==> src/rcv_params.svh <==
// Constants for the regulator control and VBUS detect block
//
// Contract
// - A one in bit 7 shuts the regulator off and a zero keeps it running.
// - Bit 6 reads the synchronised VBUS level (one present, zero absent) and ignores writes.
// - Bit 5 picks the VBUS level that raises the interrupt, zero for low and one for high.
// - When enabled the VBUS interrupt is a pure level while VBUS matches polarity, with no latch.
// - When USB is a reset source, a system reset is asserted while VBUS matches polarity.
// - Bit 4 puts the regulator in low-power suspend mode when one, normal mode when zero.
// - Bits 3 to 0 read as zero and software writes zeros there.
`ifndef RCV_PARAMS_SVH
`define RCV_PARAMS_SVH

// ==========================================
// Register map
`define RCV_REG_CTRL_ADDR  8'hc9
`define RCV_REG_CTRL_RESET 8'h00

// ==========================================
// Field positions
`define RCV_BIT_OFF    7
`define RCV_BIT_VBUS   6
`define RCV_BIT_POL    5
`define RCV_BIT_LP     4
`define RCV_RSVD_MASK  8'h0f

`endif

==> src/rcv_pkg.sv <==
// Types for the regulator control and VBUS detect block
package rcv_pkg;
	typedef struct packed {
		logic regulator_off;
		logic vbus_irq_polarity;
		logic regulator_low_power_sel;
	} rcv_ctrl_t;

	typedef struct packed {
		rcv_ctrl_t  ctrl;
		logic [7:0] rdata;
	} rcv_state_t;

	typedef struct packed {
		logic [1:0] sync;
	} rcv_sync_state_t;
endpackage

==> src/rcv_top.sv <==
// Regulator control register with VBUS status, interrupt and reset level
`timescale 1ns/100ps
`default_nettype none
`include "rcv_params.svh"
module rcv_top (
	// Clock and reset
	input  wire logic       core_clk,
	input  wire logic       rstn,
	// Special-function register port
	input  wire logic [7:0] sfr_addr,
	input  wire logic       sfr_wr,
	input  wire logic       sfr_rd,
	input  wire logic [7:0] sfr_wdata,
	output logic      [7:0] sfr_rdata,
	output logic            sfr_sel,
	// VBUS pin
	input  wire logic       vbus_pin,
	// System controls
	input  wire logic       vbus_irq_enable,
	input  wire logic       usb_reset_source_sel,
	output logic            vbus_irq,
	output logic            vbus_sys_reset,
	// Regulator analog controls
	output logic            regulator_off,
	output logic            regulator_low_power_sel
);
	// ==========================================
	// State
	rcv_pkg::rcv_state_t state_ff;
	rcv_pkg::rcv_state_t nxt_state;
	logic                vbus_level_status;
	logic                vbus_match;
	logic                ctrl_write;
	logic                ctrl_read;

	function automatic logic hit(input logic [7:0] a);
		hit = (a == `RCV_REG_CTRL_ADDR);
	endfunction

	// ==========================================
	// VBUS synchronisation
	rcv_sync u_sync (
		.core_clk (core_clk),
		.rstn     (rstn),
		.async_in (vbus_pin),
		.sync_out (vbus_level_status)
	);

	// Polarity zero matches low VBUS
	assign vbus_match = (vbus_level_status == state_ff.ctrl.vbus_irq_polarity);

	// Strobes that reach the control register
	assign ctrl_write = sfr_wr && hit(sfr_addr);
	assign ctrl_read = sfr_rd && hit(sfr_addr);

	// ==========================================
	// Register update
	always_comb begin
		nxt_state = state_ff;
		if (ctrl_write) begin
			// Bit 6 and low nibble are not stored
			nxt_state.ctrl.regulator_off = sfr_wdata[`RCV_BIT_OFF];
			nxt_state.ctrl.vbus_irq_polarity = sfr_wdata[`RCV_BIT_POL];
			nxt_state.ctrl.regulator_low_power_sel = sfr_wdata[`RCV_BIT_LP];
		end
		nxt_state.rdata = 8'h00;
		if (ctrl_read) begin
			nxt_state.rdata[`RCV_BIT_OFF] = state_ff.ctrl.regulator_off;
			nxt_state.rdata[`RCV_BIT_VBUS] = vbus_level_status;
			nxt_state.rdata[`RCV_BIT_POL] = state_ff.ctrl.vbus_irq_polarity;
			nxt_state.rdata[`RCV_BIT_LP] = state_ff.ctrl.regulator_low_power_sel;
			// Low nibble stays zero
			nxt_state.rdata = nxt_state.rdata & ~`RCV_RSVD_MASK;
		end
		if (!rstn) begin
			nxt_state.ctrl = rcv_pkg::rcv_ctrl_t'(3'h0);
			nxt_state.rdata = `RCV_REG_CTRL_RESET;
		end
	end

	always_ff @(posedge core_clk) begin
		state_ff <= nxt_state;
	end

	// ==========================================
	// Outputs
	assign sfr_rdata = state_ff.rdata;
	assign sfr_sel = hit(sfr_addr);
	assign regulator_off = state_ff.ctrl.regulator_off;
	assign regulator_low_power_sel = state_ff.ctrl.regulator_low_power_sel;
	// No pending flag: level follows the match directly
	assign vbus_irq = rstn && vbus_irq_enable && vbus_match;
	assign vbus_sys_reset = rstn && usb_reset_source_sel && vbus_match;

	// ==========================================
	// Checks: register writes
	AST_OFF_WRITE: assert property (
		@(posedge core_clk) disable iff (!rstn)
		ctrl_write |=> regulator_off == $past(sfr_wdata[`RCV_BIT_OFF]))
		else $error("regulator_off did not follow write");
	AST_LP_WRITE: assert property (
		@(posedge core_clk) disable iff (!rstn)
		ctrl_write |=> regulator_low_power_sel == $past(sfr_wdata[`RCV_BIT_LP]))
		else $error("low power select did not follow write");
	AST_POL_WRITE: assert property (
		@(posedge core_clk) disable iff (!rstn)
		ctrl_write |=> state_ff.ctrl.vbus_irq_polarity == $past(sfr_wdata[`RCV_BIT_POL]))
		else $error("polarity did not follow write");
	// Stored control bits must not glitch between writes
	AST_OFF_HOLD: assert property (
		@(posedge core_clk) disable iff (!rstn)
		!ctrl_write |=> $stable(regulator_off))
		else $error("regulator_off changed without write");
	AST_LP_HOLD: assert property (
		@(posedge core_clk) disable iff (!rstn)
		!ctrl_write |=> $stable(regulator_low_power_sel))
		else $error("low power select changed without write");
	AST_POL_HOLD: assert property (
		@(posedge core_clk) disable iff (!rstn)
		!ctrl_write |=> $stable(state_ff.ctrl.vbus_irq_polarity))
		else $error("polarity changed without write");

	// ==========================================
	// Checks: read path
	AST_VBUS_READ: assert property (
		@(posedge core_clk) disable iff (!rstn)
		ctrl_read |=> sfr_rdata[`RCV_BIT_VBUS] == $past(vbus_level_status))
		else $error("status bit wrong");
	AST_READ_OFF: assert property (
		@(posedge core_clk) disable iff (!rstn)
		ctrl_read |=> sfr_rdata[`RCV_BIT_OFF] == $past(regulator_off))
		else $error("off bit read wrong");
	AST_READ_POL: assert property (
		@(posedge core_clk) disable iff (!rstn)
		ctrl_read |=> sfr_rdata[`RCV_BIT_POL] == $past(state_ff.ctrl.vbus_irq_polarity))
		else $error("polarity bit read wrong");
	AST_READ_LP: assert property (
		@(posedge core_clk) disable iff (!rstn)
		ctrl_read |=> sfr_rdata[`RCV_BIT_LP] == $past(regulator_low_power_sel))
		else $error("low power bit read wrong");
	AST_RSVD_ZERO: assert property (
		@(posedge core_clk) disable iff (!rstn)
		sfr_rdata[3:0] == 4'h0)
		else $error("reserved bits not zero");
	// Shared read bus: only the addressed cycle may drive data
	AST_READ_OTHER: assert property (
		@(posedge core_clk) disable iff (!rstn)
		sfr_rd && !sfr_sel |=> sfr_rdata == 8'h00)
		else $error("other address read not zero");
	AST_RDATA_IDLE: assert property (
		@(posedge core_clk) disable iff (!rstn)
		!sfr_rd |=> sfr_rdata == 8'h00)
		else $error("read data not cleared");

	// ==========================================
	// Checks: VBUS path
	AST_VBUS_SYNC: assert property (
		@(posedge core_clk) disable iff (!rstn)
		$rose(vbus_pin) ##1 vbus_pin[*2] |-> vbus_level_status)
		else $error("vbus not seen two cycles later");
	// Sync flops are cleared in reset, so two clean cycles first
	AST_SYNC_DELAY: assert property (
		@(posedge core_clk) disable iff (!rstn)
		$past(rstn) && $past(rstn, 2) |-> vbus_level_status == $past(vbus_pin, 2))
		else $error("vbus status latency wrong");

	// ==========================================
	// Checks: interrupt level
	AST_IRQ_LEVEL: assert property (
		@(posedge core_clk) disable iff (!rstn)
		vbus_irq == (vbus_irq_enable
			&& (vbus_level_status == state_ff.ctrl.vbus_irq_polarity)))
		else $error("irq not a level of the match");
	AST_IRQ_POL_LOW: assert property (
		@(posedge core_clk) disable iff (!rstn)
		vbus_irq_enable && !state_ff.ctrl.vbus_irq_polarity && !vbus_level_status |-> vbus_irq)
		else $error("low polarity irq missing");
	AST_IRQ_POL_HIGH: assert property (
		@(posedge core_clk) disable iff (!rstn)
		vbus_irq_enable && state_ff.ctrl.vbus_irq_polarity && vbus_level_status |-> vbus_irq)
		else $error("high polarity irq missing");
	AST_IRQ_OFF: assert property (
		@(posedge core_clk) disable iff (!rstn)
		!vbus_irq_enable |-> !vbus_irq)
		else $error("irq while disabled");
	// No pending flag: a mismatch must drop the request at once
	AST_IRQ_NO_LATCH: assert property (
		@(posedge core_clk) disable iff (!rstn)
		vbus_level_status != state_ff.ctrl.vbus_irq_polarity |-> !vbus_irq)
		else $error("irq held after mismatch");

	// ==========================================
	// Checks: system reset level
	AST_RST_LEVEL: assert property (
		@(posedge core_clk) disable iff (!rstn)
		vbus_sys_reset |-> usb_reset_source_sel && vbus_match)
		else $error("spurious system reset");
	AST_RST_ACTIVE: assert property (
		@(posedge core_clk) disable iff (!rstn)
		usb_reset_source_sel && vbus_level_status == state_ff.ctrl.vbus_irq_polarity
		|-> vbus_sys_reset)
		else $error("system reset missing");
	AST_RST_UNSEL: assert property (
		@(posedge core_clk) disable iff (!rstn)
		!usb_reset_source_sel |-> !vbus_sys_reset)
		else $error("system reset while not selected");

	// ==========================================
	// Checks: block reset
	AST_RESET_QUIET: assert property (
		@(posedge core_clk)
		!rstn |-> !vbus_irq && !vbus_sys_reset)
		else $error("irq or system reset during block reset");
	AST_RESET_CLEAR: assert property (
		@(posedge core_clk)
		!rstn |=> !regulator_off && !regulator_low_power_sel && sfr_rdata == 8'h00)
		else $error("outputs not cleared by reset");

	// ==========================================
	// Coverage
	COV_IRQ: cover property (@(posedge core_clk) disable iff (!rstn) $rose(vbus_irq));
	COV_RST: cover property (@(posedge core_clk) disable iff (!rstn) $rose(vbus_sys_reset));
	COV_OFF: cover property (@(posedge core_clk) disable iff (!rstn) $rose(regulator_off));
	COV_LP: cover property (@(posedge core_clk) disable iff (!rstn) $rose(regulator_low_power_sel));
	COV_READ: cover property (@(posedge core_clk) disable iff (!rstn)
		ctrl_read ##1 sfr_rdata[`RCV_BIT_VBUS]);
endmodule // rcv_top
`default_nettype wire

==> src/rcv_sync.sv <==
// Two-flop synchroniser for the VBUS pin
`timescale 1ns/100ps
`default_nettype none
module rcv_sync (
	// Clock and reset
	input  wire logic core_clk,
	input  wire logic rstn,
	// Pin in, synchronised out
	input  wire logic async_in,
	output logic      sync_out
);
	rcv_pkg::rcv_sync_state_t state_ff;
	rcv_pkg::rcv_sync_state_t nxt_state;

	always_comb begin
		nxt_state = state_ff;
		// First stage feeds only the second
		nxt_state.sync = {state_ff.sync[0], async_in};
		if (!rstn) begin
			nxt_state.sync = 2'h0;
		end
	end

	always_ff @(posedge core_clk) begin
		state_ff <= nxt_state;
	end

	assign sync_out = state_ff.sync[1];
endmodule // rcv_sync
`default_nettype wire

==> config.mk <==
export PLATFORM = sky130hd
export DESIGN_NAME = rcv_top
export DESIGN_NICKNAME = d
export VERILOG_FILES = /design/src/rcv_pkg.sv /design/src/rcv_top.sv /design/src/rcv_sync.sv
export VERILOG_INCLUDE_DIRS = /design/src /design/src/src
export SDC_FILE = /design/constraint.sdc
export NUM_CORES = 1
export LEC_CHECK = 0
export ABC_AREA = 1
export ABC_CLOCK_PERIOD_IN_PS = 1080
export BUFFER_PORTS_ARGS = -buffer_cell sky130_fd_sc_hd__buf_2
export CAP_MARGIN = 15
export CORE_AREA = 2 2 40 42
export CTS_BUF_LIST = sky130_fd_sc_hd__clkbuf_2 sky130_fd_sc_hd__clkbuf_4 sky130_fd_sc_hd__clkbuf_8
export CTS_CLUSTER_DIAMETER = 50
export DETAILED_ROUTE_END_ITERATION = 7
export DIE_AREA = 0 0 42 44
export PLACE_DENSITY = 0.68
export SLEW_MARGIN = 20
export SYNTH_ARGS = -nofsm -noshare
export SYNTH_HDL_FRONTEND = slang
export SYNTH_HIERARCHICAL = 1
export SYNTH_SLANG_ARGS = --single-unit
==> constraint.sdc <==
create_clock -name core_clk -period 1.08 [get_ports core_clk]
set_input_delay 0.108 -clock core_clk [delete_from_list [all_inputs] [get_ports core_clk]]
set_output_delay 0.108 -clock core_clk [all_outputs]
set_load 0.05 [all_outputs]
==> results of run 1 <==
## cell families after synthesis
family,after synthesis
other,1
XOR/XNOR,1
AND/OR/NAND/NOR,31
flip-flops,9
buffers and inverters,24
## registers in the layout (all words and copies together) (netlist names)
signal and flops:
regulator_low_power_sel 1, u_sync/state_ff 2, regulator_off 1, sfr_rdata 4
state_ff 1
## per-layer routing
metal | wire length [um] | global-route usage | up-vias
met5 | 0 | 0 | -
met4 | 28 | 0.07742 | 0
met3 | 78 | 0.04583 | 5
met2 | 355 | 0.1594 | 18
met1 | 350 | 0.1089 | 169
li1 | - | - | 229
## worst max-delay path by stage
stage,endpoint,slack [ps],depth (start not counted)
global route,vbus_irq,-130,3
global placement,sfr_sel,100,5
CTS,vbus_sys_reset,-80,3
finish,vbus_sys_reset,-70,3
detailed placement,sfr_sel,90,5
floorplan,vbus_irq,-140,2
## placed cells by master (no fill, tap or decap)
master and n:
nor2_1 9, buf_6 2, dfxtp_1 8, nand3_2 1, buf_2 24, nand2_1 13, xor2_1 1, nand2_2 1
inv_2 1, dfxtp_2 1, clkbuf_4 4, inv_1 15, nor2_2 2, conb_1 4, nand4_1 4, nor4_4 1
## worst max-delay path: stages, from the launching register on
cell and delay [ps]:
dfxtp_2 320, xor2_1 160, nor2_1 120, buf_6 170
## power groups by stage
stage	combinational, W	clock [W]	sequential, W
floorplan	0.0000872	0	0.000345
global placement	0.000116	0	0.000344
detailed placement	0.000119	0	0.000345
CTS	0.000122	0.000296	0.000337
global route	0.000136	0.000312	0.000337
finish	0.000124	0.000289	0.000337
## metrics by stage
| stage | cell area (sq um) | TNS [ps] | hold slack, ps |
|---|---|---|---|
| after CTS | 606.8 | -145.8 | 13.12 |
| after global routing | 615.6 | -241.6 | 52.94 |
| final | 615.6 | -129.4 | 16.98 |
| after detailed placement | 571.8 | 0 | 288.6 |
| after global placement | 571.8 | 0 | 282.6 |
| after floorplan | 481.7 | -277.8 | 201.5 |
## layout make-up
cell class / instances / area share
clock buffers: 4 / 0.04878
inverters: 16 / 0.09756
multi-input cells: 36 / 0.2947
flip-flops and latches: 9 / 0.2947
well taps: 16 / 0.03252
repair buffers: 26 / 0.2317
## what timing repair did
item,4_1_cts,5_1_grt
endpoints found under the setup margin,2,2
endpoints found under the hold margin,0,0
pin swaps,0,1
gates resized for setup,2,3
==> results.toml, run 1 <==
[place]
dp.cells = 103
preCtsSetupSlack_ps = 89.04
globalplace.congestion = 0.7052
port-buffer-count = 26
hpwl_um = 676.5

[global_routing]
grt_pass1_wl_mm = 1.386
antenna_found_initial = 0
grt_pass1_vias = 374
grt_max_degree = 9
grt.overflow.total = 0
track_usage = 0.1022

[synthesis]
synth_top_family_by_area = "simple AND/OR/NAND/NOR gates"
synth_area_sq_um = 455.4
synth_xor_area_frac = 0.01923
syn_inst = 66
ys_warn_count = 6
synth-seq-cells = 9
async_flop_share = 0
synth_fa_ha_area_frac = 0
synth_ff_type = "dfxtp_1"
synth_commonest_cells = "inv_1 (15), nand2_1 (13), dfxtp_1 (9), nor2_1 (9), buf_4 (8)"
synthTopCellsByArea = "dfxtp_1 (40%), buf_4 (13%), inv_1 (12%)"
synth_area_per_cell_sq_um = 6.901
synth_edf_count = 0
ys_seq_area_frac = 0.3956
synth_compound_area_frac = 0
yosysTopAreaCellShare = 0.3956
synth_area_leader_cell = "dfxtp_1"
synth_mux_area_frac = 0
yosysMostFrequentCell = "inv_1"
ys_types = 13
yosys.area_share.simple = 0.3132

[setup_path]
path_class = "reg2out"
r2r-end = "state_ff[9]$_SDFFE_PN0P_"
worstSetupStartpointType = "register"
r2r_start = "state_ff[9]$_SDFFE_PN0P_"
reg2reg_slack_ps = 450
worst-r2r-cell-count = 4
arrival_ps = 1040
cp_max_fo = 2
cp-end-kind = "output pin"
worstSetupStartpoint = "u_sync/state_ff[1]$_SDFF_PN0_"
critPathRequiredTime_ps = 970

[cts]
worstSkewPairLatency_ps = 260
cts_tree = "built"
hold_buffers = 0
cts.path.max_buffers = 2
h-tree-depth = 1
cts_num_sinks = 9
cts_buffers = 3
path_clk_slew_ps = 60
post_cts_buffers = 0
root_buffer = "clkbuf_4"

[power]
switching_share = 0.2752
power_w = 0.0007506
p_per_area_mw_per_mm2 = 1219
ir_drop_mv = 0.4372
clockPowerShare = 0.385
p_switching_w = 0.0002065
power_frac_seq = 0.449
power.internal_w = 0.0005441
combPwrFrac = 0.166
leakage_nw = 0.3591

[floorplan]
io_pins = 36
rows = 14
initial_core_util = 0.3210
die_w_um = 42
core_sq_mm = 0.001419
die_h_um = 44
fp.dieArea_sq_mm = 0.001848

[sta]
hold_viol_final = 0
finClkSkew_ps = 3.172
setup_viol = 2
setup_slack_ps = -67.67
min_period_over_period = 1.063
max_freq_mhz = 871.3
drv_slew = 0
rsz0062_at_grt = "true"
final.min_clock_period_ps = 1148

[layout]
fillCellCount = 156
syn2layout_area_growth_pct = 35.16
multiInputGateArea_sq_um = 181.4
stdcell_count = 107
drive_gt1_frac = 0.4066
seq_area_sq_um = 181.4
postLayoutCoreUtil = 0.4339
fin_nets = 115
diodes = 0

[drt]
vias = 421
vias_per_cell = 3.935
drt_wl_total_um = 812
ant_nets = 0
drt_iter0_drc = 1
remaining_drc_errors = 0
avgRoutedWirePerCell_um = 7.589
firstDrtPassIters = 2

[run_status]
outcome = "finished, violations left"
violations = "setup timing"

[flow_run]
maxCapViolations = 0

[min_path]
hold_start = "vbus_pin"
holdPathStages = 3
whs_endpoint = "u_sync/state_ff[0]$_SDFF_PN0_"
hp-class = "in2reg"
(Power assumes the default switching activity.)
==> inputs of run 2 (changes only) <==
--- a/config.mk
+++ b/config.mk
@@ -8,14 +8,13 @@
 export LEC_CHECK = 0
 export ABC_AREA = 1
 export ABC_CLOCK_PERIOD_IN_PS = 1080
-export BUFFER_PORTS_ARGS = -buffer_cell sky130_fd_sc_hd__buf_2
 export CAP_MARGIN = 15
 export CORE_AREA = 2 2 40 42
 export CTS_BUF_LIST = sky130_fd_sc_hd__clkbuf_2 sky130_fd_sc_hd__clkbuf_4 sky130_fd_sc_hd__clkbuf_8
 export CTS_CLUSTER_DIAMETER = 50
 export DETAILED_ROUTE_END_ITERATION = 7
 export DIE_AREA = 0 0 42 44
-export PLACE_DENSITY = 0.68
+export DONT_BUFFER_PORTS = 1
 export SLEW_MARGIN = 20
 export SYNTH_ARGS = -nofsm -noshare
 export SYNTH_HDL_FRONTEND = slang
==> run 2 against run 1 <==
- the flow still finishes with violations (setup timing)
- clock power down 2%
- sequential power about the same
- clock skew barely moved
- design area down 13%
- largest power group unchanged
==> results.toml, run 2 (same netlist as run 1, synthesis figures left out) <==
[layout]
seq_area_sq_um = 181.4
drive_gt1_frac = 0.2222
final_common_cell = "inv_1"
fin_nets = 96
diodes = 0
multiInputGateArea_sq_um = 181.4
fillCellCount = 159
postLayoutCoreUtil = 0.3792
syn2layout_area_growth_pct = 18.13
stdcell_count = 88
largest_reg_flops = 4
final_cell_mix = "inv_1 (15), nand2_1 (13), nor2_1 (9), dfxtp_1 (8)"

[place]
hpwl_um = 582.3
preCtsSetupSlack_ps = 213.8
globalplace.congestion = 0.7209
port-buffer-count = 0
dp.cells = 82

[sta]
max_freq_mhz = 866.8
fin_tns_setup_ps = -139.4
setup_viol = 2
drv_slew = 0
min_period_over_period = 1.068
setup_slack_ps = -73.62
hold_viol_final = 0
final.min_clock_period_ps = 1154
finClkSkew_ps = 2.733
rsz0062_at_grt = "true"

[setup_path]
critPathRequiredTime_ps = 970
cp-end-kind = "output pin"
cp_max_fo = 2
crit_chain = "xor2_1 -> nor2_1 -> buf_6"
worstSetupStartpointType = "register"
r2r-end = "state_ff[9]$_SDFFE_PN0P_"
arrival_ps = 1050
worst-r2r-cell-count = 4
worst_path_max_delay_cell = "dfxtp_2"
r2r_start = "state_ff[9]$_SDFFE_PN0P_"
reg2reg_slack_ps = 460
path_class = "reg2out"
worstSetupStartpoint = "u_sync/state_ff[1]$_SDFF_PN0_"
critPathMaxStageDelay_ps = 320

[drt]
drt_iter0_drc = 5
highest_layer = "met4"
wl_met3_um = 60
drt-met1-wl_um = 281
vias_per_cell = 4.125
remaining_drc_errors = 0
avgRoutedWirePerCell_um = 8.898
dr_wl_met2_um = 403
firstDrtPassIters = 3
drt_wl_total_um = 783
vias = 363
ant_nets = 0

[min_path]
hp-class = "in2reg"
whs_endpoint = "state_ff[9]$_SDFFE_PN0P_"
holdPathStages = 3
hold_start = "sfr_wr"

[power]
leakage_nw = 0.2777
p_per_area_mw_per_mm2 = 1337
ir_drop_mv = 0.4306
power_w = 0.0007193

[global_routing]
grt_max_degree = 6
grt_pass1_vias = 337
grt_pass1_wl_mm = 1.352
antenna_found_initial = 0
grt.overflow.total = 0
track_usage = 0.1057

[cts]
cts_buffers = 3
cts_num_sinks = 9
cts_tree = "built"
h-tree-depth = 1
worstSkewPairLatency_ps = 260
path_clk_slew_ps = 60
root_buffer = "clkbuf_4"
post_cts_buffers = 0
cts.path.max_buffers = 2

[floorplan]
rows = 14
die_w_um = 42
core_sq_mm = 0.001419
fp.dieArea_sq_mm = 0.001848
initial_core_util = 0.3210
die_h_um = 44
io_pins = 36

[flow_run]
maxCapViolations = 0

[run_status]
violations = "setup timing"
outcome = "finished, violations left"
[run 2: cell types whose count changed in the layout (fill, tap and decap cells not counted), sizes merged]
| cell | previous run | this run |
|---|---|---|
| buf | 26 | 5 |
| dlygate4sd3 | 0 | 2 |
[run 2: cell type report]
cell class,count,share of cell area
multi-input cells,36,0.3372
clock buffers,4,0.05581
inverters,16,0.1116
well taps,16,0.03721
repair buffers,7,0.1209
flip-flops and latches,9,0.3372
[run 2: timing repair]
item,4_1_cts,5_1_grt
setup endpoints to repair,2,2
pin swaps,1,0
hold buffers,2,0
gates resized for setup,3,0
endpoints found under the hold margin,5,0
[run 2: worst max path at each step]
stage / to / depth (start not counted)
final: vbus_sys_reset / 3
after global routing: vbus_irq / 3
after CTS: vbus_irq / 3
after detailed placement: sfr_rdata[6]$_SDFF_PN0_ / 5
after global placement: sfr_rdata[6]$_SDFF_PN0_ / 5
after floorplan: vbus_irq / 2
[run 2: critical path: cells and delay by family (launching register included)]
| family | cells | cell delay, ps |
|---|---|---|
| buffers and inverters | 1 | 170 |
| AND/OR/NAND/NOR | 1 | 120 |
| flip-flops | 1 | 320 |
| XOR/XNOR | 1 | 160 |
[run 2: power by group]
part           internal (W)  switching, W  total [W]
clock network      0.000167      0.000116   0.000283
registers          0.000336    0.00000141   0.000337
logic             0.0000247     0.0000737  0.0000985
total              0.000528      0.000191   0.000719
[run 2: routing by layer]
layer  track usage  vias to the layer above
met5             0                        -
met4        0.1290                        0
met3       0.04167                        4
met2        0.1656                       15
met1       0.09620                      152
li1              -                      192
[run 2: per-stage QoR]
step	hold slack (ps)	instance area, sq um
final	52.90	538.0
after global placement	204.8	479.2
after global routing	61.27	538.0
after detailed placement	209.6	479.2
after floorplan	201.5	481.7
after CTS	52.06	538.0
